## config.mk

```make
export PLATFORM = sky130hd
export DESIGN_NAME = flash_cmd_host
export DESIGN_NICKNAME = d
export VERILOG_FILES = /design/src/rtl/flash_host_pkg.sv /design/src/rtl/flash_cycle_if.sv /design/src/rtl/flash_bus_cycle.sv /design/src/rtl/flash_cmd_host.sv
export SDC_FILE = /design/constraint.sdc
export NUM_CORES = 1
export LEC_CHECK = 0
export ABC_AREA = 1
export BUFFER_PORTS_ARGS = -buffer_cell sky130_fd_sc_hd__buf_2
export CAP_MARGIN = 20
export CORE_ASPECT_RATIO = 0.7
export CORE_MARGIN = 2
export CORE_UTILIZATION = 55
export DETAILED_ROUTE_END_ITERATION = 16
export PLACE_DENSITY_LB_ADDON = 0.25
export SETUP_SLACK_MARGIN = 0.2
export SKIP_LAST_GASP = 1
export SYNTH_ARGS = -nofsm -noshare
export SYNTH_HDL_FRONTEND = slang
export SYNTH_HIERARCHICAL = 1
export SYNTH_SLANG_ARGS = --single-unit
```

## constraint.sdc

```tcl
create_clock -name REF_CLK -period 5.84 [get_ports REF_CLK]
set_input_delay 0.584 -clock REF_CLK [delete_from_list [all_inputs] [get_ports REF_CLK]]
set_output_delay 0.584 -clock REF_CLK [all_outputs]
set_load 0.02 [all_outputs]
```

## src/rtl/flash_host_pkg.sv

```systemverilog
package flash_host_pkg;
  // ----------------------------------------
  // bus geometry
  // ----------------------------------------
  localparam int ADDR_W = 20;
  localparam int DATA_W = 16;
  // ----------------------------------------
  // command codes and unlock addresses
  // ----------------------------------------
  localparam logic [7:0] CODE_UNLOCK1 = 8'hAA;
  localparam logic [7:0] CODE_UNLOCK2 = 8'h55;
  localparam logic [7:0] CODE_RESET = 8'hF0;
  localparam logic [7:0] CODE_IDENT = 8'h90;
  localparam logic [7:0] CODE_QUERY = 8'h98;
  localparam logic [7:0] CODE_SECURE = 8'h88;
  localparam logic [7:0] CODE_EXIT = 8'h00;
  localparam logic [7:0] CODE_PROG = 8'hA0;
  localparam logic [7:0] CODE_FAST = 8'h20;
  localparam logic [7:0] CODE_ERASE_SETUP = 8'h80;
  localparam logic [7:0] CODE_CHIP = 8'h10;
  localparam logic [7:0] CODE_SECTOR = 8'h30;
  localparam logic [7:0] CODE_PAUSE = 8'hB0;
  localparam logic [7:0] CODE_RESUME = 8'h30;
  localparam logic [11:0] WORD_UNLOCK_A = 12'h555;
  localparam logic [11:0] WORD_UNLOCK_B = 12'h2AA;
  localparam logic [11:0] BYTE_UNLOCK_A = 12'hAAA;
  localparam logic [11:0] BYTE_UNLOCK_B = 12'h555;
  localparam logic [11:0] WORD_QUERY_A = 12'h055;
  localparam logic [11:0] BYTE_QUERY_A = 12'h0AA;
  localparam logic [11:0] ANY_ADDR = 12'h000;
  localparam logic [11:0] ID_MAKER_OFS = 12'h000;
  localparam logic [11:0] WORD_PART_OFS = 12'h001;
  localparam logic [11:0] BYTE_PART_OFS = 12'h002;
  localparam logic [11:0] WORD_PROT_OFS = 12'h002;
  localparam logic [11:0] BYTE_PROT_OFS = 12'h004;
  localparam int LOW_ADDR_W = 11;
  localparam int SECTOR_LSB = 12;
  // ----------------------------------------
  // host commands
  // ----------------------------------------
  typedef enum logic [3:0] {
    OP_READ = 4'h0, OP_RESET = 4'h1, OP_IDENT = 4'h2, OP_QUERY = 4'h3,
    OP_SEC_ENTER = 4'h4, OP_SEC_EXIT = 4'h5, OP_PROGRAM = 4'h6,
    OP_FAST_ENTER = 4'h7, OP_FAST_PROG = 4'h8, OP_FAST_EXIT = 4'h9,
    OP_CHIP_ERASE = 4'hA, OP_SECT_ERASE = 4'hB, OP_SECT_ADD = 4'hC,
    OP_PAUSE = 4'hD, OP_RESUME = 4'hE, OP_ID_READ = 4'hF
  } op_t;
  // ----------------------------------------
  // bus-cycle timing, 25 MHz reference
  // ----------------------------------------
  localparam int CLK_NS = 40;
  localparam int SETUP_NS = 40;
  localparam int PULSE_NS = 80;
  localparam int HOLD_NS = 40;
  localparam int SETUP_CYC = (SETUP_NS + CLK_NS - 1) / CLK_NS;
  localparam int PULSE_CYC = (PULSE_NS + CLK_NS - 1) / CLK_NS;
  localparam int HOLD_CYC = (HOLD_NS + CLK_NS - 1) / CLK_NS;
  localparam int MAX_CYCLES = 6;
endpackage

```

## src/rtl/flash_cycle_if.sv

```systemverilog
`timescale 1ns/1ps
interface flash_cycle_if;
  import flash_host_pkg::*;
  logic start;
  logic is_read;
  logic [ADDR_W-1:0] addr;
  logic [DATA_W-1:0] wdata;
  logic done;
  logic [DATA_W-1:0] rdata;
  modport seq (output start, output is_read, output addr, output wdata,
    input done, input rdata);
  modport phy (input start, input is_read, input addr, input wdata,
    output done, output rdata);
endinterface

```

## src/rtl/flash_bus_cycle.sv

```systemverilog
`timescale 1ns/1ps
module flash_bus_cycle
  import flash_host_pkg::*;
(
  input wire logic clk,
  input wire logic rst,
  flash_cycle_if.phy cyc,
  output logic ce_n,
  output logic we_n,
  output logic oe_n,
  output logic [ADDR_W-1:0] addr_out,
  output logic [DATA_W-1:0] dq_out,
  output logic dq_oe_n,
  input wire logic [DATA_W-1:0] dq_in
);
  typedef enum logic [1:0] {
    PH_IDLE = 2'b00, PH_SETUP = 2'b01, PH_PULSE = 2'b10, PH_HOLD = 2'b11
  } phase_t;
  phase_t ph_r;
  logic [3:0] cnt_r;
  logic rd_r;
  logic done_r;
  logic [DATA_W-1:0] rdata_r;

  assign cyc.done = done_r;
  assign cyc.rdata = rdata_r;

  // one write or read: setup, strobe low, hold; ce falls at setup start, we or oe one setup period later
  always_ff @(posedge clk) begin
    done_r <= 1'b0;
    if (rst) begin
      ph_r <= PH_IDLE;
      cnt_r <= 4'h0;
      rd_r <= 1'b0;
      ce_n <= 1'b1;
      we_n <= 1'b1;
      oe_n <= 1'b1;
      dq_oe_n <= 1'b1;
      addr_out <= '0;
      dq_out <= '0;
      rdata_r <= '0;
    end else begin
      case (ph_r)
        PH_IDLE: begin
          if (cyc.start) begin
            rd_r <= cyc.is_read;
            addr_out <= cyc.addr;
            dq_out <= cyc.wdata;
            dq_oe_n <= cyc.is_read;
            ce_n <= 1'b0;
            cnt_r <= 4'(SETUP_CYC);
            ph_r <= PH_SETUP;
          end
        end
        PH_SETUP: begin
          cnt_r <= cnt_r - 4'h1;
          if (cnt_r == 4'h1) begin
            // location latched on the later falling edge
            we_n <= rd_r;
            oe_n <= ~rd_r;
            cnt_r <= 4'(PULSE_CYC);
            ph_r <= PH_PULSE;
          end
        end
        PH_PULSE: begin
          cnt_r <= cnt_r - 4'h1;
          if (cnt_r == 4'h1) begin
            // data held stable across the first rising edge
            we_n <= 1'b1;
            oe_n <= 1'b1;
            if (rd_r)
              rdata_r <= dq_in;
            cnt_r <= 4'(HOLD_CYC);
            ph_r <= PH_HOLD;
          end
        end
        PH_HOLD: begin
          cnt_r <= cnt_r - 4'h1;
          if (cnt_r == 4'h1) begin
            ce_n <= 1'b1;
            dq_oe_n <= 1'b1;
            done_r <= 1'b1;
            ph_r <= PH_IDLE;
          end
        end
        default: ph_r <= PH_IDLE;
      endcase
    end
  end
endmodule // flash_bus_cycle

```

## src/rtl/flash_cmd_host.sv

```systemverilog
`timescale 1ns/1ps
module flash_cmd_host
  import flash_host_pkg::*;
(
  input wire logic REF_CLK,
  input wire logic RST,
  input wire logic BYTE_MODE,
  input wire logic REQ_VALID,
  output logic REQ_READY,
  input wire flash_host_pkg::op_t REQ_OP,
  input wire logic [flash_host_pkg::ADDR_W-1:0] REQ_ADDR,
  input wire logic [flash_host_pkg::DATA_W-1:0] REQ_DATA,
  input wire logic FAST_MODE,
  output logic RSP_VALID,
  output logic [flash_host_pkg::DATA_W-1:0] RSP_DATA,
  output logic REFUSED,
  output logic CE_N,
  output logic WE_N,
  output logic OE_N,
  output logic [flash_host_pkg::ADDR_W-1:0] ADDR,
  output logic [flash_host_pkg::DATA_W-1:0] DQ_OUT,
  output logic DQ_OE_N,
  input wire logic [flash_host_pkg::DATA_W-1:0] DQ_IN
);
  import flash_host_pkg::*;

  // ----------------------------------------
  // sequence storage
  // ----------------------------------------
  typedef enum logic [1:0] {
    S_IDLE = 2'b00, S_ISSUE = 2'b01, S_WAIT = 2'b10
  } state_t;
  state_t state_r;
  logic [2:0] len_r;
  logic [2:0] idx_r;
  logic [ADDR_W-1:0] seq_addr_r [MAX_CYCLES];
  logic [DATA_W-1:0] seq_data_r [MAX_CYCLES];
  logic last_read_r;
  logic fast_r;
  logic refused_r;
  logic rsp_r;
  logic [DATA_W-1:0] rsp_data_r;
  logic accept;
  logic ok;
  logic [2:0] len_nxt;
  logic [ADDR_W-1:0] a_nxt [MAX_CYCLES];
  logic [DATA_W-1:0] d_nxt [MAX_CYCLES];
  logic rd_nxt;

  flash_cycle_if cif ();

  flash_bus_cycle u_cycle (
    .clk(REF_CLK),
    .rst(RST),
    .cyc(cif.phy),
    .ce_n(CE_N),
    .we_n(WE_N),
    .oe_n(OE_N),
    .addr_out(ADDR),
    .dq_out(DQ_OUT),
    .dq_oe_n(DQ_OE_N),
    .dq_in(DQ_IN)
  );

  // ----------------------------------------
  // helpers
  // ----------------------------------------
  // low address only; upper bits zero where no location is needed
  function automatic logic [ADDR_W-1:0] low_addr(input logic [11:0] a);
    return {{(ADDR_W-12){1'b0}}, a};
  endfunction

  // command code on low byte, upper byte driven zero
  function automatic logic [DATA_W-1:0] code(input logic [7:0] c);
    return {{(DATA_W-8){1'b0}}, c};
  endfunction

  // word or byte mode unlock addresses
  function automatic logic [11:0] unl_a(input logic bm);
    return bm ? BYTE_UNLOCK_A : WORD_UNLOCK_A;
  endfunction

  function automatic logic [11:0] unl_b(input logic bm);
    return bm ? BYTE_UNLOCK_B : WORD_UNLOCK_B;
  endfunction

  // ----------------------------------------
  // sequence builder
  // ----------------------------------------
  always_comb begin
    len_nxt = 3'd0;
    rd_nxt = 1'b0;
    ok = 1'b1;
    for (int i = 0; i < MAX_CYCLES; i++) begin
      a_nxt[i] = '0;
      d_nxt[i] = '0;
    end
    // shared unlock prefix
    a_nxt[0] = low_addr(unl_a(BYTE_MODE));
    d_nxt[0] = code(CODE_UNLOCK1);
    a_nxt[1] = low_addr(unl_b(BYTE_MODE));
    d_nxt[1] = code(CODE_UNLOCK2);
    a_nxt[2] = low_addr(unl_a(BYTE_MODE));
    case (REQ_OP)
      OP_READ, OP_ID_READ: begin
        // plain read, no command cycles
        a_nxt[0] = REQ_ADDR;
        d_nxt[0] = '0;
        len_nxt = 3'd1;
        rd_nxt = 1'b1;
      end
      OP_RESET: begin
        a_nxt[0] = low_addr(ANY_ADDR);
        d_nxt[0] = code(CODE_RESET);
        len_nxt = 3'd1;
      end
      OP_IDENT: begin
        d_nxt[2] = code(CODE_IDENT);
        len_nxt = 3'd3;
      end
      OP_QUERY: begin
        a_nxt[0] = low_addr(BYTE_MODE ? BYTE_QUERY_A : WORD_QUERY_A);
        d_nxt[0] = code(CODE_QUERY);
        len_nxt = 3'd1;
      end
      OP_SEC_ENTER: begin
        d_nxt[2] = code(CODE_SECURE);
        len_nxt = 3'd3;
      end
      OP_SEC_EXIT: begin
        d_nxt[2] = code(CODE_IDENT);
        a_nxt[3] = low_addr(ANY_ADDR);
        d_nxt[3] = code(CODE_EXIT);
        len_nxt = 3'd4;
      end
      OP_PROGRAM: begin
        d_nxt[2] = code(CODE_PROG);
        a_nxt[3] = REQ_ADDR;
        d_nxt[3] = REQ_DATA;
        len_nxt = 3'd4;
      end
      OP_FAST_ENTER: begin
        d_nxt[2] = code(CODE_FAST);
        len_nxt = 3'd3;
      end
      OP_FAST_PROG: begin
        a_nxt[0] = low_addr(ANY_ADDR);
        d_nxt[0] = code(CODE_PROG);
        a_nxt[1] = REQ_ADDR;
        d_nxt[1] = REQ_DATA;
        len_nxt = 3'd2;
        ok = fast_r; // short program refused outside fast mode
      end
      OP_FAST_EXIT: begin
        a_nxt[0] = low_addr(ANY_ADDR);
        d_nxt[0] = code(CODE_IDENT);
        a_nxt[1] = low_addr(ANY_ADDR);
        d_nxt[1] = code(CODE_EXIT);
        len_nxt = 3'd2;
      end
      OP_CHIP_ERASE, OP_SECT_ERASE: begin
        d_nxt[2] = code(CODE_ERASE_SETUP);
        a_nxt[3] = low_addr(unl_a(BYTE_MODE));
        d_nxt[3] = code(CODE_UNLOCK1);
        a_nxt[4] = low_addr(unl_b(BYTE_MODE));
        d_nxt[4] = code(CODE_UNLOCK2);
        // sector chosen by the sector select bits
        a_nxt[5] = (REQ_OP == OP_CHIP_ERASE) ? low_addr(unl_a(BYTE_MODE)) : REQ_ADDR;
        d_nxt[5] = code((REQ_OP == OP_CHIP_ERASE) ? CODE_CHIP : CODE_SECTOR);
        len_nxt = 3'd6;
      end
      OP_SECT_ADD: begin
        a_nxt[0] = REQ_ADDR;
        d_nxt[0] = code(CODE_SECTOR);
        len_nxt = 3'd1;
      end
      OP_PAUSE: begin
        a_nxt[0] = low_addr(ANY_ADDR);
        d_nxt[0] = code(CODE_PAUSE);
        len_nxt = 3'd1;
      end
      OP_RESUME: begin
        a_nxt[0] = low_addr(ANY_ADDR);
        d_nxt[0] = code(CODE_RESUME);
        len_nxt = 3'd1;
      end
      default: ok = 1'b0;
    endcase
  end

  assign REQ_READY = (state_r == S_IDLE);
  assign accept = REQ_VALID && REQ_READY;
  assign REFUSED = refused_r;
  assign RSP_VALID = rsp_r;
  assign RSP_DATA = rsp_data_r;
  assign cif.start = (state_r == S_ISSUE);
  assign cif.is_read = last_read_r && (idx_r == len_r - 3'd1);
  assign cif.addr = seq_addr_r[idx_r];
  assign cif.wdata = seq_data_r[idx_r];

  // ----------------------------------------
  // sequencer
  // ----------------------------------------
  always_ff @(posedge REF_CLK) begin
    rsp_r <= 1'b0;
    refused_r <= 1'b0;
    if (RST) begin
      state_r <= S_IDLE;
      len_r <= 3'd0;
      idx_r <= 3'd0;
      last_read_r <= 1'b0;
      rsp_data_r <= '0;
      for (int i = 0; i < MAX_CYCLES; i++) begin
        seq_addr_r[i] <= '0;
        seq_data_r[i] <= '0;
      end
    end else begin
      case (state_r)
        S_IDLE: begin
          if (accept && !ok) begin
            refused_r <= 1'b1;
          end else if (accept) begin
            for (int i = 0; i < MAX_CYCLES; i++) begin
              seq_addr_r[i] <= a_nxt[i];
              seq_data_r[i] <= d_nxt[i];
            end
            len_r <= len_nxt;
            last_read_r <= rd_nxt;
            idx_r <= 3'd0;
            state_r <= S_ISSUE;
          end
        end
        S_ISSUE: state_r <= S_WAIT;
        S_WAIT: begin
          if (cif.done) begin
            if (idx_r == len_r - 3'd1) begin
              rsp_r <= 1'b1;
              rsp_data_r <= last_read_r ? cif.rdata : '0;
              state_r <= S_IDLE;
            end else begin
              idx_r <= idx_r + 3'd1;
              state_r <= S_ISSUE;
            end
          end
        end
        default: state_r <= S_IDLE;
      endcase
    end
  end

  // ----------------------------------------
  // fast-mode tracking
  // ----------------------------------------
  // FAST_MODE input lets software assume the mode after a device-side entry
  always_ff @(posedge REF_CLK) begin
    if (RST)
      fast_r <= 1'b0;
    else if (accept && REQ_OP == OP_FAST_ENTER)
      fast_r <= 1'b1;
    else if (accept && (REQ_OP == OP_FAST_EXIT || REQ_OP == OP_RESET))
      fast_r <= 1'b0;
    else if (FAST_MODE)
      fast_r <= 1'b1;
  end
endmodule // flash_cmd_host

```

==> flow_summary.toml, run 1 <==
[run_status]
status = "complete, no violations"

[clock_network]
postCtsResizedCells = 0
cts_sinks = 224
cts_hold_buffers = 0
clk_pin_slew_ps = 60
clk_latency_ps = 500
post_cts_buffers = 0
root_buffer = "clkbuf_16"
cts_tree = "yes"
htreeDepth = 1
cts_made_buffers = 22
clock_path_buffers = 3

[critical_path]
critPathBufInv = 3
worst_path_largest_cell_delay_ps = 1000
ff2ff_setup_slack_ps = 3330
worstSetupPathDepth = 4
rr_worst_depth = 11
path_class = "in -> reg"
endpoint_kind = "register"
r2r-end = "u_cycle/addr_out[6]"
cp_max_fo = 85
start_kind = "input pin"
endpoint = "seq_addr_r[1][15]"
crit_start = "RST"
cp.required_ps = 5990
critPathTopFamily = "buffers and inverters"
cp_cell_sequence = "buf_2 > clkinv_1 > nand2_4 > buf_12"
critPathSlowestCell = "clkinv_1"
arrival_ps = 3580

[synth]
synthCells = 1135
syn-num-nets = 1205
synth-simple-area-share = 0.243
syn_area_sq_um = 10200
ys_top_cells_by_area = "edfxtp_1 (38%), dfxtp_1 (19%), nor2_1 (8.6%), nand2_1 (6.7%), o21ai_0 (4.9%)"
avgSynthCellArea_sq_um = 9.01
yosysSeqAreaShare = 0.565
synthDistinctLibCells = 41
synth_area_leader_cell = "edfxtp_1"
synth_top_family_by_area = "simple AND/OR/NAND/NOR gates"
ys_warn_count = 6
synth_compound_area_frac = 0.120
synth-xor-area-share = 0.00171
yosys.area_share.adder = 0.0110
ys_seq_elements = 224
muxShareOfSynthArea = 0
synth_top_area_share = 0.379

[sta]
period_share = 0.587
skew_ps = 13.8
finalSetupTns_ps = 0
rsz0062_at_grt = "false"
slew_viol_final = 0
hold_violations = 0
worst_pin_slew_ps = 1130
fin_crit_ps = 3430
timing.fmax_ghz = 0.292
slew_headroom = 0.242
setup_viol = 0

[layout]
fill_cells = 1495
stdcell_area_sq_um = 11700
nets = 1302
synthToLayoutAreaGrowth_pct = 14.4
drive_gt1_frac = 0.189
final_cells = 1484
antenna_cells = 0

[route]
drt_pass1_iterations = 5
wire_per_inst_microns = 17.5
vias_per_cell = 5.64
via_count = 8371
finalWirelength_microns = 25900
route.detailed.drc = 0
drt_iter0_markers = 1165
antenna_left = 0

[global_route]
grtUsageTotal = 0.256
grt_pass1_wl_microns = 40100
grt_pass1_vias = 7470
grt_overflow = 0
grt_max_degree = 86
antenna_found_initial = 0

[die]
io_pins = 120
fp-row-count = 41
die_h_microns = 118
core_sq_um = 18100
die-area_sq_um = 19700
fp.dieW_microns = 167
start_util = 0.565

[min_path]
hold_path_class = "in -> reg"
worstHoldStart = "DQ_IN[11]"

[power]
leakage_uw = 0.00484
pwr_density_cell_nw_per_um2 = 381
vdd_drop_max_mv = 0.286
power.total_uw = 4460

[placement]
placement.cell_area_sq_um = 10900
dp_hpwl_microns = 16600
dp_cells = 1440
port_buffers = 119
gp_congestion = 0.858

[job]
cap_viol_max_count = 0
==> registers in the layout (all words and copies together) (netlist names), 2 cells and up, named ones only <==
signal,flops
idx_r,3
u_cycle/cnt_r,4
len_r,3
state_r,2
u_cycle/dq_out,16
seq_addr_r,84
u_cycle/addr_out,20
u_cycle/cyc.rdata,16
u_cycle/ph_r,2
RSP_DATA,16
seq_data_r,45
==> Yosys cell counts, drive strengths merged <==
| cell type | n |
|---|---|
| nand2 | 191 |
| nor3b | 4 |
| inv | 75 |
| a31oi | 1 |
| nor3 | 23 |
| nand3 | 77 |
| nand3b | 1 |
| a22o | 9 |
| dlygate4sd1 | 1 |
| xnor2 | 1 |
| o22ai | 4 |
| edfxtp | 129 |
| xor2 | 1 |
| a22oi | 4 |
| o21ai | 103 |
| nor2 | 241 |
| buf | 24 |
| nand4 | 18 |
| dfxtp | 95 |
| a211oi | 4 |
| clkinv | 1 |
| a21oi | 69 |
| ha | 9 |
| clkbuf | 35 |
| o211ai | 15 |
==> per-stage QoR <==
step,hold WS [ps],util,setup slack (ps)
floorplan,439,-,1370
global placement,438,0.601,1980
detailed placement,446,0.601,1950
CTS,337,0.643,2490
global route,343,0.647,2220
finish,342,0.647,2410
==> layer usage <==
layer | wire [microns] | track usage
met3 | 2930 | 0.0649
met4 | 376 | 0.0399
met2 | 10800 | 0.368
met1 | 11800 | 0.397
met5 | 0 | 0
==> worst register-to-register path: cells and delay by family (launching register included) <==
family | cells | cell delay (ps)
buf+inv | 4 | 930
compound gates | 2 | 500
flops | 1 | 310
simple gates | 5 | 660
==> cell families (layout without fill, tap and decap cells) <==
family	count (synthesis)	count (layout)
buffers and inverters	136	249
xor gates and xnor gates	2	2
adders and majority gates	9	9
AOI/OAI and AO/OA	209	209
DFF	224	224
and+or+nand+nor	555	555
==> worst min-delay path by stage <==
stage                                  endpoint  slack [ps]  cells after the start
final                     u_cycle/cyc.rdata[11]         340                      3
after CTS                 u_cycle/cyc.rdata[14]         340                      3
after global placement             u_cycle/we_n         440                      2
after global routing       u_cycle/cyc.rdata[6]         340                      3
after floorplan            u_cycle/cyc.rdata[0]         440                      2
after detailed placement           u_cycle/oe_n         450                      2
==> area by class of cell <==
class	instances	area, sq um	area share
Clock buffer	32	674	0.0576
Clock inverter	8	75.1	0.00641
Inverter	76	285	0.0244
Multi-Input combinational cell	775	3850	0.329
Sequential cell	224	5780	0.493
Tap cell	236	295	0.0252
Timing Repair Buffer	133	753	0.0643
==> placed cells by master, fill, tap and decap left out, types with 18 or more instances in the layout <==
master       n
nand4_1     18
o21ai_0     99
inv_1       68
nand3_1     67
buf_2      119
a21oi_1     54
edfxtp_1   129
clkbuf_16   25
dfxtp_1     95
nor2_1     235
nand2_1    181
==> power breakdown <==
part,internal (uW),total [uW],switching [uW]
clock,853,1460,605
combinational,312,1040,724
sequential,1880,1970,89.7
total,3040,4460,1420
Power figures use the tool's default switching activity.
==> run 2, diff against run 1 <==
Settings changed: ABC_AREA 1 to 0.
Clock period 5.84 ns to 3.6 ns, I/O delays scaled along.
==> flow_summary.toml, run 2 <==
[synth]
synth_edf_count = 129
async_reset_ff_frac = 0
yosysSeqAreaShare = 0.567
synth_area_leader_cell = "edfxtp_1"
ys_top_cells_by_area = "edfxtp_1 (38%), dfxtp_1 (19%), nand2_1 (5.4%), a21oi_1 (5.2%), and2_1 (3.8%)"
ys_warn_count = 6
ys_top_cells_by_count = "nand2_1 (147), edfxtp_1 (129), a21oi_1 (105), dfxtp_1 (95), nor2_1 (63)"
synthCells = 951
ys_seq_elements = 224
synthFlopType = "edfxtp_1"
syn-num-nets = 1021
synthDistinctLibCells = 75
syn_area_sq_um = 10200
avgSynthCellArea_sq_um = 10.7
synth_top_area_share = 0.380
yosysMostFrequentCell = "nand2_1"

[clock_network]
htreeDepth = 1
clk_pin_slew_ps = 60
post_cts_buffers = 0
clk_latency_ps = 500
cts_tree = "yes"
postCtsResizedCells = 0
root_buffer = "clkbuf_16"
cts_sinks = 224
cts_made_buffers = 22
cts_hold_buffers = 0
clock_path_buffers = 3

[min_path]
hold_depth = 2
worstHoldStart = "DQ_IN[1]"
hold_path_class = "in -> reg"

[global_route]
grt_pass1_vias = 6861
antenna_found_initial = 0
grt_pass1_wl_microns = 37900
grt_max_degree = 130
grtUsageTotal = 0.240
grt_overflow = 0

[critical_path]
cp.required_ps = 3740
path_class = "reg -> reg"
cp_cell_sequence = "nor3b_1 > a21oi_4 > clkinvlp_4 > buf_12"
critPathSlowestCell = "nor3b_1"
crit_start = "state_r[1]"
start_kind = "register"
rr_worst_depth = 4
worst_path_largest_cell_delay_ps = 720
cp_max_fo = 129
endpoint_kind = "register"
r2r-start = "state_r[1]"
arrival_ps = 2590

[sta]
hold_violations = 0
rsz0062_at_grt = "false"
period_share = 0.683
fin_crit_ps = 2460
worst_pin_slew_ps = 866
timing.fmax_ghz = 0.407
setup_slack_ps = 1140
slew_viol_final = 0
skew_ps = 11.1
finalSetupTns_ps = 0
setup_viol = 0
slew_headroom = 0.417

[die]
die_h_microns = 118
fp-row-count = 41
core_sq_um = 18100
fp.dieW_microns = 167
start_util = 0.563
die-area_sq_um = 19700
io_pins = 120

[layout]
postLayoutCoreUtil = 0.642
synthToLayoutAreaGrowth_pct = 14.0
final_cells = 1292
nets = 1110
reg.largest.list = "seq_addr_r: 84 flops, seq_data_r: 45 flops, u_cycle/addr_out: 20 flops"
drive_gt1_frac = 0.199
largest_reg_flops = 84
final_common_cell = "nand2_1"
most-common-layout-cells = "nand2_1 (147), edfxtp_1 (129), buf_2 (119)"
largest_register = "seq_addr_r"
antenna_cells = 0

[placement]
dp_cells = 1252
dp_hpwl_microns = 15600
place_worst_setup_slack_ps = 1140
port_buffers = 119
gp_congestion = 0.835

[route]
wire_per_inst_microns = 18.2
via_count = 7476
vias_per_cell = 5.79
drt_iter0_markers = 826
route.detailed.drc = 0
antenna_left = 0
finalWirelength_microns = 23600
drt_pass1_iterations = 5

[power]
pwr_density_cell_nw_per_um2 = 519
leakage_uw = 0.00440
vdd_drop_max_mv = 0.406

[job]
cap_viol_max_count = 0

[run_status]
status = "complete, no violations"
run 2: cell count changes after synthesis, moves of 35 or more:
cell     delta
nor2_1    -172
nand2_1    -35
nand3_1    -63
inv_1      -39
o21ai_0    -82
and2_1     +62
a21oi_1    +51
run 2: cell type report:
type,count,area [sq um]
tap,236,295
fill,1430,6490
timing repair buffer,136,736
multi-input combinational,626,4020
inverter,30,116
sequential,224,5780
clock buffer,30,612
clock inverter,10,66.3
run 2: critical path, delay by kind of cell (launching register included):
kind	cells	cell delay (ps)
AND/OR/NAND/NOR	1	720
AO/OA/AOI/OAI	1	180
flip-flops	1	440
buffers and inverters	2	560
run 2: cell families (layout without fill, tap and decap cells):
group,count (synthesis),after routing,share of synthesized area
muxes,44,44,0.0643
DFF,224,224,0.567
and+or+nand+nor,341,341,0.166
adders and majority gates,9,9,0.0110
buffers and inverters,101,206,0.0428
AOI/OAI and AO/OA,227,227,0.144
xor gates and xnor gates,5,5,0.00577
run 2: report_power, final:
group,switching [uW],internal [uW],total [uW]
Clock,937,1260,2190
Sequential,83.3,2880,2960
Combinational,570,307,878
Total,1590,4440,6030
run 2: per-layer routing:
metal,global-route usage,vias to the layer above,part of all wire,wire length [microns]
li1,-,3591,-,-
met1,0.383,3539,0.48,11300
met2,0.333,324,0.42,9790
met3,0.0518,22,0.091,2140
met4,0.0539,0,0.014,331
met5,0,-,0,0
run 2: through the flow:
step / cell area (sq um) / hold WS, ps / power [uW]
2_1_floorplan: 10200 / 432 / 3630
3_3_place_gp: 10900 / 441 / 3850
6_report: 11600 / 76.8 / 6030
4_1_cts: 11600 / 59.8 / 6050
5_1_grt: 11600 / 67.0 / 6270
3_5_place_dp: 10900 / 444 / 3880
run 2: worst paths after layout:
kind | endpoint | slack [ps]
setup reg to reg | seq_addr_r[3][13] | 1140
hold / removal | u_cycle/cyc.rdata[1] | 80
hold reg to reg | u_cycle/dq_out[13] | 450
setup / recovery | seq_addr_r[3][13] | 1140
